File: src/rtl/cpd_pkg.sv
// constants and helpers for the process data link
package cpd_pkg;
  localparam int NODE_W         = 7;
  localparam int CFG_W          = 6;
  localparam int BAUD_LSB       = 0;
  localparam int PD_LSB         = 2;
  localparam int IO_EN_BIT      = 4;
  localparam int RSVD_BIT       = 5;
  localparam int BYTE_W         = 8;
  localparam int WORD_W         = 16;
  localparam int MAX_WORDS      = 3;
  localparam int LEN_W          = 4;
  localparam int SYNC_STAGES    = 2;
  localparam logic [6:0] NODE_INVALID = 7'h00;
  localparam logic [1:0] BAUD_125K    = 2'h0;
  localparam logic [1:0] BAUD_250K    = 2'h1;
  localparam logic [1:0] BAUD_500K    = 2'h2;
  localparam logic [1:0] BAUD_1M      = 2'h3;
  localparam logic [1:0] PD_CODE_0    = 2'h0;
  localparam logic [1:0] PD_CODE_BAD  = 2'h1;
  localparam logic [1:0] PD_CODE_2    = 2'h2;
  localparam logic [1:0] PD_CODE_3    = 2'h3;
  localparam int CLK_KHZ         = 200000;
  localparam int FLASH_PERIOD_MS = 1000;
  localparam int FLASH_HALF_CYC  = FLASH_PERIOD_MS * CLK_KHZ / 2;

  typedef enum logic [1:0] {CPD_ST_SYNC, CPD_ST_FAULT, CPD_ST_PREOP, CPD_ST_OPER} cpd_state_t;

  function automatic logic [1:0] cpd_words(input logic [1:0] code);
    cpd_words = (code == PD_CODE_3) ? 2'h3 : (code == PD_CODE_2) ? 2'h2 : 2'h0;
  endfunction

  // byte count with appended I/O byte
  function automatic logic [LEN_W-1:0] cpd_len(input logic [1:0] words, input logic io);
    cpd_len = LEN_W'({words, 1'b0}) + LEN_W'(io);
  endfunction

  // byte k of a frame, low byte first
  function automatic logic [7:0] cpd_pick(input logic [LEN_W-1:0] k,
                                           input logic [1:0] words,
                                           input logic [47:0] w,
                                           input logic [7:0] io);
    if (k < LEN_W'({words, 1'b0}))
      cpd_pick = w[{k[2:1], 4'h0} + {k[0], 3'h0} +: 8];
    else
      cpd_pick = io;
  endfunction
endpackage

File: src/rtl/cpd_link_if.sv
// byte link between bus master end and device end
`timescale 1ns/100ps
`default_nettype none
interface cpd_link_if;
  logic [7:0] h2d_data;
  logic       h2d_valid;
  logic       h2d_last;
  logic       h2d_ready;
  logic       nmt_start;
  logic       poll;
  logic [7:0] d2h_data;
  logic       d2h_valid;
  logic       d2h_last;
  logic       d2h_ready;
  modport dev (input h2d_data, h2d_valid, h2d_last, nmt_start, poll, d2h_ready,
               output h2d_ready, d2h_data, d2h_valid, d2h_last);
  modport host (output h2d_data, h2d_valid, h2d_last, nmt_start, poll, d2h_ready,
                input h2d_ready, d2h_data, d2h_valid, d2h_last);
endinterface
`default_nettype wire

File: src/rtl/cpd_device.sv
// device end: switch decode, fifo and process data mapping
`timescale 1ns/100ps
`default_nettype none
module cpd_device #(
  parameter int          FLASH_HALF = cpd_pkg::FLASH_HALF_CYC,
  parameter bit          INPUT_ONLY = 1'b0,
  parameter int          FIFO_DEPTH = 4
) (
  input  wire logic                       clk_sys_i,
  input  wire logic                       rst_i,
  input  wire logic                       ce_i,
  cpd_link_if.dev                         link,
  input  wire logic [cpd_pkg::NODE_W-1:0] node_id_switch_bank_i,
  input  wire logic [cpd_pkg::CFG_W-1:0]  link_config_switch_bank_i,
  input  wire logic [47:0]                status_words_i,
  input  wire logic [7:0]                 digital_input_byte_i,
  input  wire logic                       drive_ready_i,
  output logic [cpd_pkg::NODE_W-1:0]      node_address_o,
  output logic [1:0]                      baud_code_o,
  output logic                            config_valid_o,
  output logic                            operational_o,
  output logic [15:0]                     drive_word_o,
  output logic [1:0]                      drive_word_idx_o,
  output logic                            drive_word_valid_o,
  output logic [7:0]                      digital_output_o,
  output logic                            traffic_indicator_o,
  output logic                            lifetime_indicator_o,
  output logic                            network_status_indicator_o,
  output logic                            system_fault_indicator_o
);
  import cpd_pkg::*;
  logic [NODE_W-1:0] node_s1, node_s2;
  logic [CFG_W-1:0]  cfg_s1, cfg_s2;
  logic [7:0]        di_s1, di_s2;
  cpd_state_t        state, next_state;
  logic [1:0]        wait_cnt, next_wait_cnt;
  logic [1:0]        pd_code, next_pd_code;
  logic              io_en, next_io_en;
  logic [31:0]       flash_cnt, next_flash_cnt;
  logic              flash, next_flash;
  logic [LEN_W-1:0]  rx_pos, next_rx_pos;
  logic [7:0]        word_lo, next_word_lo;
  logic [LEN_W-1:0]  tx_pos, next_tx_pos;
  logic              traffic, next_traffic;
  logic [NODE_W-1:0] next_node;
  logic [1:0]        next_baud;
  logic [15:0]       next_word;
  logic [1:0]        next_word_idx;
  logic              next_word_valid;
  logic [7:0]        next_dout;
  logic [7:0]        next_tx_data;
  logic              next_tx_valid, next_tx_last;
  logic [1:0]        words;
  logic [LEN_W-1:0]  in_len;
  logic              io_out;
  logic [8:0]        f_data;
  logic              f_valid, f_ready;
  logic              pop;

  // fifo holds byte plus end-of-frame flag
  cpd_fifo #(.W(BYTE_W + 1), .DEPTH(FIFO_DEPTH)) u_fifo (
    .clk_sys_i   (clk_sys_i),
    .rst_i       (rst_i),
    .ce_i        (ce_i),
    .in_data_i   ({link.h2d_last, link.h2d_data}),
    .in_valid_i  (link.h2d_valid),
    .in_ready_o  (link.h2d_ready),
    .out_data_o  (f_data),
    .out_valid_o (f_valid),
    .out_ready_i (f_ready)
  );

  // two-stage synchronisers for pins
  always_ff @(posedge clk_sys_i or posedge rst_i)
  begin
    if (rst_i)
    begin
      node_s1 <= '0;
      node_s2 <= '0;
      cfg_s1  <= '0;
      cfg_s2  <= '0;
      di_s1   <= '0;
      di_s2   <= '0;
    end
    else if (ce_i)
    begin
      node_s1 <= node_id_switch_bank_i;
      node_s2 <= node_s1;
      cfg_s1  <= link_config_switch_bank_i;
      cfg_s2  <= cfg_s1;
      di_s1   <= digital_input_byte_i;
      di_s2   <= di_s1;
    end
  end

  always_comb
  begin
    words   = cpd_words(pd_code);
    in_len  = cpd_len(words, io_en);
    // input-only variant has no output I/O byte
    io_out  = io_en && !INPUT_ONLY;
    // outside operational state bytes are dropped
    f_ready = (state != CPD_ST_OPER) || !drive_word_valid_o || drive_ready_i;
    pop     = f_valid && f_ready && (state == CPD_ST_OPER);
    next_state      = state;
    next_wait_cnt   = wait_cnt;
    next_node       = node_address_o;
    next_baud       = baud_code_o;
    next_pd_code    = pd_code;
    next_io_en      = io_en;
    next_flash_cnt  = flash_cnt + 32'h1;
    next_flash      = flash;
    next_rx_pos     = rx_pos;
    next_word_lo    = word_lo;
    next_word       = drive_word_o;
    next_word_idx   = drive_word_idx_o;
    next_word_valid = drive_word_valid_o && !drive_ready_i;
    next_dout       = digital_output_o;
    next_tx_pos     = tx_pos;
    next_tx_data    = link.d2h_data;
    next_tx_valid   = link.d2h_valid;
    next_tx_last    = link.d2h_last;
    next_traffic    = 1'b0;
    if (flash_cnt >= 32'(FLASH_HALF - 1))
    begin
      next_flash_cnt = '0;
      next_flash     = !flash;
    end
    case (state)
      CPD_ST_SYNC:
      begin
        next_wait_cnt = wait_cnt + 2'h1;
        if (wait_cnt == 2'(SYNC_STAGES))
        begin
          next_node    = node_s2;
          next_baud    = cfg_s2[BAUD_LSB +: 2];
          next_pd_code = cfg_s2[PD_LSB +: 2];
          next_io_en   = cfg_s2[IO_EN_BIT];
          // zero address or bad length refused
          if (node_s2 == NODE_INVALID || cfg_s2[PD_LSB +: 2] == PD_CODE_BAD)
            next_state = CPD_ST_FAULT;
          else
            next_state = CPD_ST_PREOP;
        end
      end
      CPD_ST_FAULT:
        next_state = CPD_ST_FAULT;
      CPD_ST_PREOP:
      begin
        if (link.nmt_start)
          next_state = CPD_ST_OPER;
      end
      CPD_ST_OPER:
      begin
        if (pop)
        begin
          next_traffic = 1'b1;
          next_rx_pos  = f_data[BYTE_W] ? '0 : rx_pos + LEN_W'(1);
          // low byte first, high byte completes
          if (rx_pos < LEN_W'({words, 1'b0}))
          begin
            if (!rx_pos[0])
              next_word_lo = f_data[7:0];
            else
            begin
              next_word       = {f_data[7:0], word_lo};
              next_word_idx   = rx_pos[2:1];
              next_word_valid = 1'b1;
            end
          end
          else if (rx_pos == LEN_W'({words, 1'b0}) && io_out)
            next_dout = f_data[7:0];
        end
        if (link.d2h_valid && link.d2h_ready)
        begin
          next_traffic = 1'b1;
          next_tx_pos  = tx_pos + LEN_W'(1);
          next_tx_data = cpd_pick(tx_pos + LEN_W'(1), words, status_words_i, di_s2);
          next_tx_last = (tx_pos + LEN_W'(2) == in_len);
          next_tx_valid = !link.d2h_last;
        end
        // input frame of full length on poll
        else if (!link.d2h_valid && link.poll && in_len != '0)
        begin
          next_tx_pos   = '0;
          next_tx_data  = cpd_pick('0, words, status_words_i, di_s2);
          next_tx_last  = (in_len == LEN_W'(1));
          next_tx_valid = 1'b1;
        end
      end
      default:
        next_state = CPD_ST_SYNC;
    endcase
  end

  always_ff @(posedge clk_sys_i or posedge rst_i)
  begin
    if (rst_i)
    begin
      state                      <= CPD_ST_SYNC;
      wait_cnt                   <= '0;
      node_address_o             <= '0;
      baud_code_o                <= BAUD_125K;
      pd_code                    <= PD_CODE_0;
      io_en                      <= 1'b0;
      flash_cnt                  <= '0;
      flash                      <= 1'b0;
      rx_pos                     <= '0;
      word_lo                    <= '0;
      drive_word_o               <= '0;
      drive_word_idx_o           <= '0;
      drive_word_valid_o         <= 1'b0;
      digital_output_o           <= '0;
      tx_pos                     <= '0;
      link.d2h_data              <= '0;
      link.d2h_valid             <= 1'b0;
      link.d2h_last              <= 1'b0;
      traffic                    <= 1'b0;
      config_valid_o             <= 1'b0;
      operational_o              <= 1'b0;
      traffic_indicator_o        <= 1'b0;
      lifetime_indicator_o       <= 1'b0;
      network_status_indicator_o <= 1'b0;
      system_fault_indicator_o   <= 1'b1;
    end
    else if (ce_i)
    begin
      state              <= next_state;
      wait_cnt           <= next_wait_cnt;
      node_address_o     <= next_node;
      baud_code_o        <= next_baud;
      pd_code            <= next_pd_code;
      io_en              <= next_io_en;
      flash_cnt          <= next_flash_cnt;
      flash              <= next_flash;
      rx_pos             <= next_rx_pos;
      word_lo            <= next_word_lo;
      drive_word_o       <= next_word;
      drive_word_idx_o   <= next_word_idx;
      drive_word_valid_o <= next_word_valid;
      digital_output_o   <= next_dout;
      tx_pos             <= next_tx_pos;
      link.d2h_data      <= next_tx_data;
      link.d2h_valid     <= next_tx_valid;
      link.d2h_last      <= next_tx_last;
      traffic            <= next_traffic;
      config_valid_o     <= (state == CPD_ST_PREOP) || (state == CPD_ST_OPER);
      operational_o      <= (state == CPD_ST_OPER);
      traffic_indicator_o        <= (state == CPD_ST_FAULT) ? flash : traffic;
      lifetime_indicator_o       <= (state == CPD_ST_FAULT) && flash;
      network_status_indicator_o <= (state == CPD_ST_OPER) ||
                                    ((state != CPD_ST_SYNC) && flash);
      system_fault_indicator_o   <= (state == CPD_ST_SYNC) || (state == CPD_ST_FAULT);
    end
  end
endmodule
`default_nettype wire

File: src/rtl/cpd_host.sv
// bus master end: start, output frames, input polls; link fifo
`timescale 1ns/100ps
`default_nettype none


module cpd_fifo #(
  parameter int W     = 9,
  parameter int DEPTH = 4
) (
  input  wire logic         clk_sys_i,
  input  wire logic         rst_i,
  input  wire logic         ce_i,
  input  wire logic [W-1:0] in_data_i,
  input  wire logic         in_valid_i,
  output logic              in_ready_o,
  output logic [W-1:0]      out_data_o,
  output logic              out_valid_o,
  input  wire logic         out_ready_i
);
  import cpd_pkg::*;
  localparam int PW = (DEPTH > 1) ? $clog2(DEPTH) : 1;
  localparam int CW = $clog2(DEPTH + 1);
  logic [W-1:0]  mem [DEPTH];
  logic [PW-1:0] wr_ptr;
  logic [PW-1:0] rd_ptr;
  logic [CW-1:0] count;
  logic [PW-1:0] next_wr_ptr;
  logic [PW-1:0] next_rd_ptr;
  logic [CW-1:0] next_count;
  logic          push;
  logic          pop;

  function automatic logic [PW-1:0] bump(input logic [PW-1:0] p);
    bump = (p == PW'(DEPTH - 1)) ? '0 : p + PW'(1);
  endfunction

  always_comb
  begin
    in_ready_o  = (count != CW'(DEPTH));
    out_valid_o = (count != '0);
    out_data_o  = mem[rd_ptr];
    push        = in_valid_i && in_ready_o;
    pop         = out_valid_o && out_ready_i;
    next_wr_ptr = push ? bump(wr_ptr) : wr_ptr;
    next_rd_ptr = pop ? bump(rd_ptr) : rd_ptr;
    next_count  = count + CW'(push) - CW'(pop);
  end

  always_ff @(posedge clk_sys_i or posedge rst_i)
  begin
    if (rst_i)
    begin
      wr_ptr <= '0;
      rd_ptr <= '0;
      count  <= '0;
    end
    else if (ce_i)
    begin
      wr_ptr <= next_wr_ptr;
      rd_ptr <= next_rd_ptr;
      count  <= next_count;
    end
  end

  always_ff @(posedge clk_sys_i)
  begin
    if (ce_i && push)
      mem[wr_ptr] <= in_data_i;
  end
endmodule
`default_nettype wire

File: src/flat_wrapper.sv
// flat-port wrapper written by rule: the top's interface ports become plain ports
module cpd_device_flat import cpd_pkg::*;
#(
  parameter int          FLASH_HALF = cpd_pkg::FLASH_HALF_CYC,
  parameter bit          INPUT_ONLY = 1'b0,
  parameter int          FIFO_DEPTH = 4
)
  (clk_sys_i, rst_i, ce_i, node_id_switch_bank_i, link_config_switch_bank_i, status_words_i, digital_input_byte_i, drive_ready_i, node_address_o, baud_code_o, config_valid_o, operational_o, drive_word_o, drive_word_idx_o, drive_word_valid_o, digital_output_o, traffic_indicator_o, lifetime_indicator_o, network_status_indicator_o, system_fault_indicator_o, link_h2d_data, link_h2d_valid, link_h2d_last, link_nmt_start, link_poll, link_d2h_ready, link_h2d_ready, link_d2h_data, link_d2h_valid, link_d2h_last);
  cpd_link_if link_i ();
  input  wire logic clk_sys_i;
  input  wire logic rst_i;
  input  wire logic ce_i;
  input  wire logic [cpd_pkg::NODE_W-1:0] node_id_switch_bank_i;
  input  wire logic [cpd_pkg::CFG_W-1:0] link_config_switch_bank_i;
  input  wire logic [47:0] status_words_i;
  input  wire logic [7:0] digital_input_byte_i;
  input  wire logic drive_ready_i;
  output logic [cpd_pkg::NODE_W-1:0] node_address_o;
  output logic [1:0] baud_code_o;
  output logic config_valid_o;
  output logic operational_o;
  output logic [15:0] drive_word_o;
  output logic [1:0] drive_word_idx_o;
  output logic drive_word_valid_o;
  output logic [7:0] digital_output_o;
  output logic traffic_indicator_o;
  output logic lifetime_indicator_o;
  output logic network_status_indicator_o;
  output logic system_fault_indicator_o;
  input wire logic [$bits(link_i.h2d_data)-1:0] link_h2d_data;
  input wire logic [$bits(link_i.h2d_valid)-1:0] link_h2d_valid;
  input wire logic [$bits(link_i.h2d_last)-1:0] link_h2d_last;
  input wire logic [$bits(link_i.nmt_start)-1:0] link_nmt_start;
  input wire logic [$bits(link_i.poll)-1:0] link_poll;
  input wire logic [$bits(link_i.d2h_ready)-1:0] link_d2h_ready;
  output wire logic [$bits(link_i.h2d_ready)-1:0] link_h2d_ready;
  output wire logic [$bits(link_i.d2h_data)-1:0] link_d2h_data;
  output wire logic [$bits(link_i.d2h_valid)-1:0] link_d2h_valid;
  output wire logic [$bits(link_i.d2h_last)-1:0] link_d2h_last;
  assign link_i.h2d_data = link_h2d_data;
  assign link_i.h2d_valid = link_h2d_valid;
  assign link_i.h2d_last = link_h2d_last;
  assign link_i.nmt_start = link_nmt_start;
  assign link_i.poll = link_poll;
  assign link_i.d2h_ready = link_d2h_ready;
  assign link_h2d_ready = link_i.h2d_ready;
  assign link_d2h_data = link_i.d2h_data;
  assign link_d2h_valid = link_i.d2h_valid;
  assign link_d2h_last = link_i.d2h_last;
  cpd_device #(.FLASH_HALF(FLASH_HALF), .INPUT_ONLY(INPUT_ONLY), .FIFO_DEPTH(FIFO_DEPTH)) u_core (.clk_sys_i(clk_sys_i), .rst_i(rst_i), .ce_i(ce_i), .link(link_i), .node_id_switch_bank_i(node_id_switch_bank_i), .link_config_switch_bank_i(link_config_switch_bank_i), .status_words_i(status_words_i), .digital_input_byte_i(digital_input_byte_i), .drive_ready_i(drive_ready_i), .node_address_o(node_address_o), .baud_code_o(baud_code_o), .config_valid_o(config_valid_o), .operational_o(operational_o), .drive_word_o(drive_word_o), .drive_word_idx_o(drive_word_idx_o), .drive_word_valid_o(drive_word_valid_o), .digital_output_o(digital_output_o), .traffic_indicator_o(traffic_indicator_o), .lifetime_indicator_o(lifetime_indicator_o), .network_status_indicator_o(network_status_indicator_o), .system_fault_indicator_o(system_fault_indicator_o));
endmodule
File: config.mk
export PLATFORM = sky130hd
export DESIGN_NAME = cpd_device_flat
export DESIGN_NICKNAME = d
export VERILOG_FILES = /design/src/rtl/cpd_pkg.sv /design/src/rtl/cpd_link_if.sv /design/src/rtl/cpd_device.sv /design/src/rtl/cpd_host.sv /design/src/flat_wrapper.sv
export SDC_FILE = /design/constraint.sdc
export NUM_CORES = 1
export LEC_CHECK = 0
export BUFFER_PORTS_ARGS = -buffer_cell sky130_fd_sc_hd__buf_2
export CORE_ASPECT_RATIO = 2
export CORE_MARGIN = 4
export CORE_UTILIZATION = 25
export CTS_BUF_LIST = sky130_fd_sc_hd__clkbuf_4 sky130_fd_sc_hd__clkbuf_8
export CTS_CLUSTER_SIZE = 16
export DETAILED_ROUTE_END_ITERATION = 12
export GPL_ROUTABILITY_DRIVEN = 1
export PLACE_DENSITY_LB_ADDON = 0.1
export SLEW_MARGIN = 25
export SYNTH_ARGS = -nofsm -noshare
export SYNTH_HDL_FRONTEND = slang
export SYNTH_SLANG_ARGS = --single-unit
File: constraint.sdc
create_clock -name clk_sys_i -period 5.2 [get_ports clk_sys_i]
set_input_delay 0.26 -clock clk_sys_i [delete_from_list [all_inputs] [get_ports clk_sys_i]]
set_output_delay 0.26 -clock clk_sys_i [all_outputs]
set_load 0.05 [all_outputs]
==> results of run 1 <==
## per-stage QoR
stage	worst slack (ps)	util, %
floorplan	735	-
global placement	1990	28.4
detailed placement	1990	28.5
CTS	1970	30.4
global route	1790	30.5
finish	2060	30.5
## worst min path at each step
stage	from	end	slack, ps	cells after the start
3_5_place_dp	u_core.wait_cnt[0]	u_core.wait_cnt[0]	460	1
4_1_cts	drive_ready_i	u_core.drive_word_valid_o	30	3
6_report	drive_ready_i	u_core.drive_word_valid_o	100	3
5_1_grt	drive_ready_i	u_core.drive_word_valid_o	50	3
2_1_floorplan	link_h2d_data[0]	u_core.u_fifo.mem[0][0]	360	0
3_3_place_gp	u_core.wait_cnt[0]	u_core.wait_cnt[0]	460	1
## kinds of logic after synthesis
kind of cell | count (synthesis) | share of synthesized area, %
mux | 124 | 18.2
compound gates | 92 | 6.49
xor+xnor | 29 | 2.88
flops | 192 | 56.6
fa+ha+maj | 21 | 3.07
simple gates | 174 | 9.98
buf+inv | 52 | 2.73
## routing by layer
metal | routed length [um] | share of wire, %
met1 | 9280 | 40
met5 | 0 | 0
met4 | 256 | 1.1
met3 | 864 | 3.7
met2 | 12900 | 55
## cell type report
cell class | count | area share [%]
sequential | 192 | 46.8
multi-input combinational | 440 | 33.6
timing repair buffer | 173 | 9.68
tap | 445 | 5.23
clock buffer | 17 | 2.20
clock inverter | 15 | 1.51
inverter | 22 | 0.857
antenna | 4 | 0.0939
## what timing repair did
item | 4_1_cts | 5_1_grt
hold buffers | 30 | 0
hold endpoints to repair | 88 | 0
setup endpoints to repair | 0 | 0
## synth_stat cells (2+ instances only)
cell type  instances  share of area, %
nor2b_1            4              0.28
a21oi_1           23               1.3
nand4b_1           2              0.20
nor4_1            13              0.92
buf_6              5              0.64
buf_2              5              0.28
mux2_4            10               1.7
mux2_2            80                10
ha_1              20               2.8
buf_1              7              0.30
inv_1             21              0.90
xnor2_1            9              0.90
o31ai_1            2              0.17
o21ai_0           38               2.2
mux2i_1           17               1.9
nand2_1           41               1.7
a2bb2oi_1          2              0.20
a22o_1             5              0.50
dfrtp_1          155                44
nand3_1           16              0.91
clkbuf_1          13              0.55
xor2_1            20               2.0
nand4_1           12              0.85
and3_1             6              0.43
o311a_1            8              0.91
nor2_1            53               2.3
nand2_2            3              0.21
mux4_2            17               4.3
and2_1             4              0.28
edfxtp_1          36                12
nor3_1            11              0.63
## flip-flops by register name, summed over array words and instances, names as in the netlist, 3 cells and up
register and cells:
u_core.cfg_s1 5, u_core.cfg_s2 5, u_core.di_s1 8, u_core.di_s2 8, u_core.digital_output_o 8, u_core.drive_word_o 16
u_core.flash_cnt 32, u_core.link.d2h_data 8, u_core.node_address_o 7, u_core.node_s1 7, u_core.node_s2 7, u_core.rx_pos 4
u_core.tx_pos 4, u_core.u_fifo.count 3, u_core.u_fifo.mem 36, u_core.word_lo 8
## report_power, final
| group | internal (W) | switching (W) | leakage (nW) |
|---|---|---|---|
| clock | 0.000433 | 0.000575 | 0.191 |
| combinational | 0.000780 | 0.00135 | 2.21 |
| sequential | 0.00189 | 0.000326 | 2.31 |
## critical path: stages, from the launching register on
cell and delay, ps:
dfrtp_1 810, inv_1 210, ha_1 360, a211oi_1 690
nand3_4 510, mux2_4 440
==> flow_metrics.env, run 1 <==
export IMPL_outcome="finished clean"
export IMPL_max_vdd_ir_drop_uv=234
export IMPL_grt_max_degree=99
export IMPL_cap_violations=0
export IMPL_yosysUniqueCellTypes=57
export IMPL_final_common_cell="dfrtp_1"
export IMPL_fill_cells=3621
export IMPL_tightestPinTransition_ps=956
export IMPL_reg2reg_depth=5
export IMPL_io_buffers=137
export IMPL_dpl_cell_area_um2=9950
export IMPL_fin_cells=1308
export IMPL_area_delta_synth_final_pct=21.0
export IMPL_cp_start_kind="flip-flop"
export IMPL_synth_ff_type="dfrtp_1"
export IMPL_required_ps=5560
export IMPL_drive_gt1_share_pct=33.9
export IMPL_reg2reg_setup_slack_ps=2060
export IMPL_place_inst=1242
export IMPL_cts_path_max_buffers=2
export IMPL_reg2reg_from="u_core.pd_code[1]"
export IMPL_initial_utilization_pct=25.2
export IMPL_power_density_nw_per_um2=503
export IMPL_p_total_w=0.00536
export IMPL_syn_area_per_cell_um2=12.9
export IMPL_post_cts_resized=0
export IMPL_via_per_inst=4.48
export IMPL_wire_per_inst_um=17.8
export IMPL_postRouteAntennaNets=0
export IMPL_gp_congestion=0.758
export IMPL_maxSlewViolCount=0
export IMPL_multiInputGateArea_um2=3580
export IMPL_register_area_um2=4990
export IMPL_leakagePower_nw=4.72
export IMPL_grt_pass1_vias=6265
export IMPL_cts_buffers=17
export IMPL_routed_wl_um=23300
export IMPL_met1_usage_pct=14.0
export IMPL_hpwl_um=16500
export IMPL_nets=953
export IMPL_path_class="reg2reg"
export IMPL_synth_warnings=0
export IMPL_clk_pin_slew_ps=100
export IMPL_vias=5857
export IMPL_yosysSeqAreaShare_pct=56.6
export IMPL_async_flop_share_pct=81.3
export IMPL_insertion_delay_ps=470
export IMPL_setup_tns_ps=0
export IMPL_setup_worst_path_end_class="flip-flop"
export IMPL_use_met3_pct=3.23
export IMPL_cts_tree="done"
export IMPL_dr_first_iter_drc_count=190
export IMPL_path_max_fanout=18
export IMPL_grt_usage_pct=12.5
export IMPL_post_cts_buffers=0
export IMPL_r2r_end="u_core.drive_word_o[15]"
export IMPL_setup_worst_path_start="u_core.pd_code[1]"
export IMPL_syn_nets=791
export IMPL_htree_levels=4
export IMPL_grtUsageMet2_pct=22.8
export IMPL_finalInstanceArea_um2=10700
export IMPL_fmax_mhz=319
export IMPL_cts_sinks=192
export IMPL_rsz0062_at_grt="no"
export IMPL_first_pass_iters=4
export IMPL_ios=139
export IMPL_core_um2=35000
export IMPL_fin_hold_ws_ps=97.3
export IMPL_synth_cells=684
export IMPL_synth_cell_area_um2=8800
export IMPL_die_h_um=273
export IMPL_globalRouteOverflowTotal=0
export IMPL_drc=0
export IMPL_hp_class="in2reg"
export IMPL_synth_edf_count=36
export IMPL_synth_seq_cells=192
export IMPL_grt_pass1_wl_um=37000
export IMPL_finalSetupViolCount=0
export IMPL_row_count=97
export IMPL_dieArea_um2=38500
export IMPL_grt_busiest_layer="met2"
export IMPL_slew_limit_headroom_pct=36.0
export IMPL_fin_worst_skew_ps=11.7
export IMPL_arrival_ps=3500
export IMPL_cts_root_buf="clkbuf_8"
export IMPL_period_share_pct=60.3
export IMPL_antenna_found_initial=4
export IMPL_min_period_ps=3140
export IMPL_die_width_um=141
export IMPL_hold_viol=0
export IMPL_endpoint="u_core.drive_word_o[15]"
export IMPL_layout_common_cells="155 x dfrtp_1, 137 x buf_2, 80 x mux2_2"
(Power assumes the default switching activity.)
==> run 2, diff against run 1 <==
==> constraint.sdc (replaced) <==
create_clock -name clk_sys_i -period 2.7 [get_ports clk_sys_i]
set_input_delay 0.135 -clock clk_sys_i [delete_from_list [all_inputs] [get_ports clk_sys_i]]
set_output_delay 0.135 -clock clk_sys_i [all_outputs]
set_load 0.05 [all_outputs]
==> flow_metrics.env, run 2 (synthesized netlist as in run 1, its figures left out) <==
export IMPL_cts_root_buf="clkbuf_8"
export IMPL_gp_congestion=0.716
export IMPL_tightestPinTransition_ps=719
export IMPL_dr_first_iter_drc_count=235
export IMPL_nets=970
export IMPL_grt_usage_pct=12.6
export IMPL_path_max_fanout=5
export IMPL_pre_cts_slack_ps=380
export IMPL_fin_worst_skew_ps=14.2
export IMPL_post_cts_buffers=0
export IMPL_top_register="u_core.u_fifo.mem"
export IMPL_slowest_stage="dfrtp_1"
export IMPL_globalRouteOverflowTotal=0
export IMPL_max_vdd_ir_drop_uv=493
export IMPL_initial_utilization_pct=25.2
export IMPL_hp_class="in2reg"
export IMPL_arrival_ps=2680
export IMPL_postRouteAntennaNets=0
export IMPL_hpwl_um=16600
export IMPL_clk_pin_slew_ps=100
export IMPL_cts_path_max_buffers=2
export IMPL_die_width_um=141
export IMPL_vias=5960
export IMPL_required_ps=3070
export IMPL_row_count=97
export IMPL_via_per_inst=4.51
export IMPL_drive_gt1_share_pct=35.2
export IMPL_io_buffers=137
export IMPL_finalSetupViolCount=0
export IMPL_dieArea_um2=38500
export IMPL_first_pass_iters=4
export IMPL_largest_register_ffs=36
export IMPL_power_density_nw_per_um2=971
export IMPL_setup_tns_ps=0
export IMPL_grt_pass1_wl_um=37500
export IMPL_path_class="reg2reg"
export IMPL_max_stage_delay_ps=450
export IMPL_leakagePower_nw=4.81
export IMPL_grt_pass1_vias=6394
export IMPL_die_h_um=273
export IMPL_htree_levels=4
export IMPL_reg_largest_list="u_core.u_fifo.mem x36, u_core.flash_cnt x32, u_core.drive_word_o x16"
export IMPL_fin_ws_ps=397
export IMPL_antenna_found_initial=2
export IMPL_post_cts_resized=0
export IMPL_outcome="finished clean"
export IMPL_cap_violations=0
export IMPL_fill_cells=3642
export IMPL_routed_wl_um=23500
export IMPL_final_common_cell="dfrtp_1"
export IMPL_ios=139
export IMPL_hold_viol=0
export IMPL_period_share_pct=85.3
export IMPL_layout_common_cells="155 x dfrtp_1, 137 x buf_2, 80 x mux2_2"
export IMPL_setup_worst_path_end_class="flip-flop"
export IMPL_p_total_w=0.0105
export IMPL_drc=0
export IMPL_maxSlewViolCount=0
export IMPL_area_delta_synth_final_pct=22.7
export IMPL_fmax_mhz=434
export IMPL_cts_tree="done"
export IMPL_cp_start_kind="flip-flop"
export IMPL_wire_per_inst_um=17.7
export IMPL_rsz0062_at_grt="no"
export IMPL_grt_max_degree=119
export IMPL_min_period_ps=2300
export IMPL_cts_sinks=192
export IMPL_slew_limit_headroom_pct=52.1
export IMPL_insertion_delay_ps=490
export IMPL_crit_chain="nor3_1, a21oi_1, ha_1, inv_1, ha_1, inv_1, fa_1, xor2_1, nand2_1, xnor2_1"
export IMPL_core_um2=35000
export IMPL_cts_buffers=17
[run 2: timing repair]
item,4_1_cts,5_1_grt
hold buffers,32,0
endpoints found under the setup margin,0,0
hold endpoints to repair,213,0
[run 2: metrics by stage]
stage	cell area, um2	hold WS, ps	utilization, %	std cells
floorplan	8820	234	-	684
global placement	10100	352	28.8	1257
detailed placement	10100	359	28.8	1257
CTS	10800	5.93	30.9	1321
global route	10800	21.5	30.9	1322
finish	10800	55.5	30.9	1322
[run 2: power breakdown]
part           internal, W  total (W)  switching [W]
logic              0.00159    0.00431        0.00272
registers          0.00365    0.00417       0.000525
clock network     0.000853    0.00201        0.00115
total              0.00609     0.0105        0.00440
[run 2: worst paths after layout]
kind	start	endpoint	slack, ps	depth (start not counted)
setup / recovery	u_core.u_fifo.count[1]	u_core.u_fifo.count[2]	400	10
hold / removal	ce_i	u_core.u_fifo.count[2]	60	3
setup reg to reg	u_core.u_fifo.count[1]	u_core.u_fifo.count[2]	400	10
hold reg to reg	u_core.wait_cnt[0]	u_core.wait_cnt[0]	480	1
max in group asynchronous	rst_i	u_core.word_lo[7]	1760	4
min in group asynchronous	rst_i	u_core.operational_o	380	4
[run 2: critical path: cells and delay by family, from the launching register on]
family	cells	cell delay (ps)
DFF	1	450
adders and majority gates	3	820
xor gates and xnor gates	2	300
buffers and inverters	2	110
AOI/OAI and AO/OA	1	110
and+or+nand+nor	2	400
[run 2: layout make-up]
class,instances,area [um2],share of cell area (%)
Sequential cell,192,4990,46.2
Clock inverter,15,171,1.59
Antenna cell,1,2.50,0.0232
Tap cell,445,557,5.16
Timing Repair Buffer,190,1180,10.9
Clock buffer,17,234,2.17
Inverter,22,87.6,0.811
Multi-Input combinational cell,440,3590,33.2
[run 2: per-layer routing]
layer  global-route usage [%]  share of wire (%)  vias up  wire length [um]
li1                         -                  -     2845                 -
met1                     14.3                 39     2988              9100
met2                     23.1                 56      105             13100
met3                     2.59                3.2       22               746
met4                     4.65                2.2        0               508
met5                        0                  0        -                 0
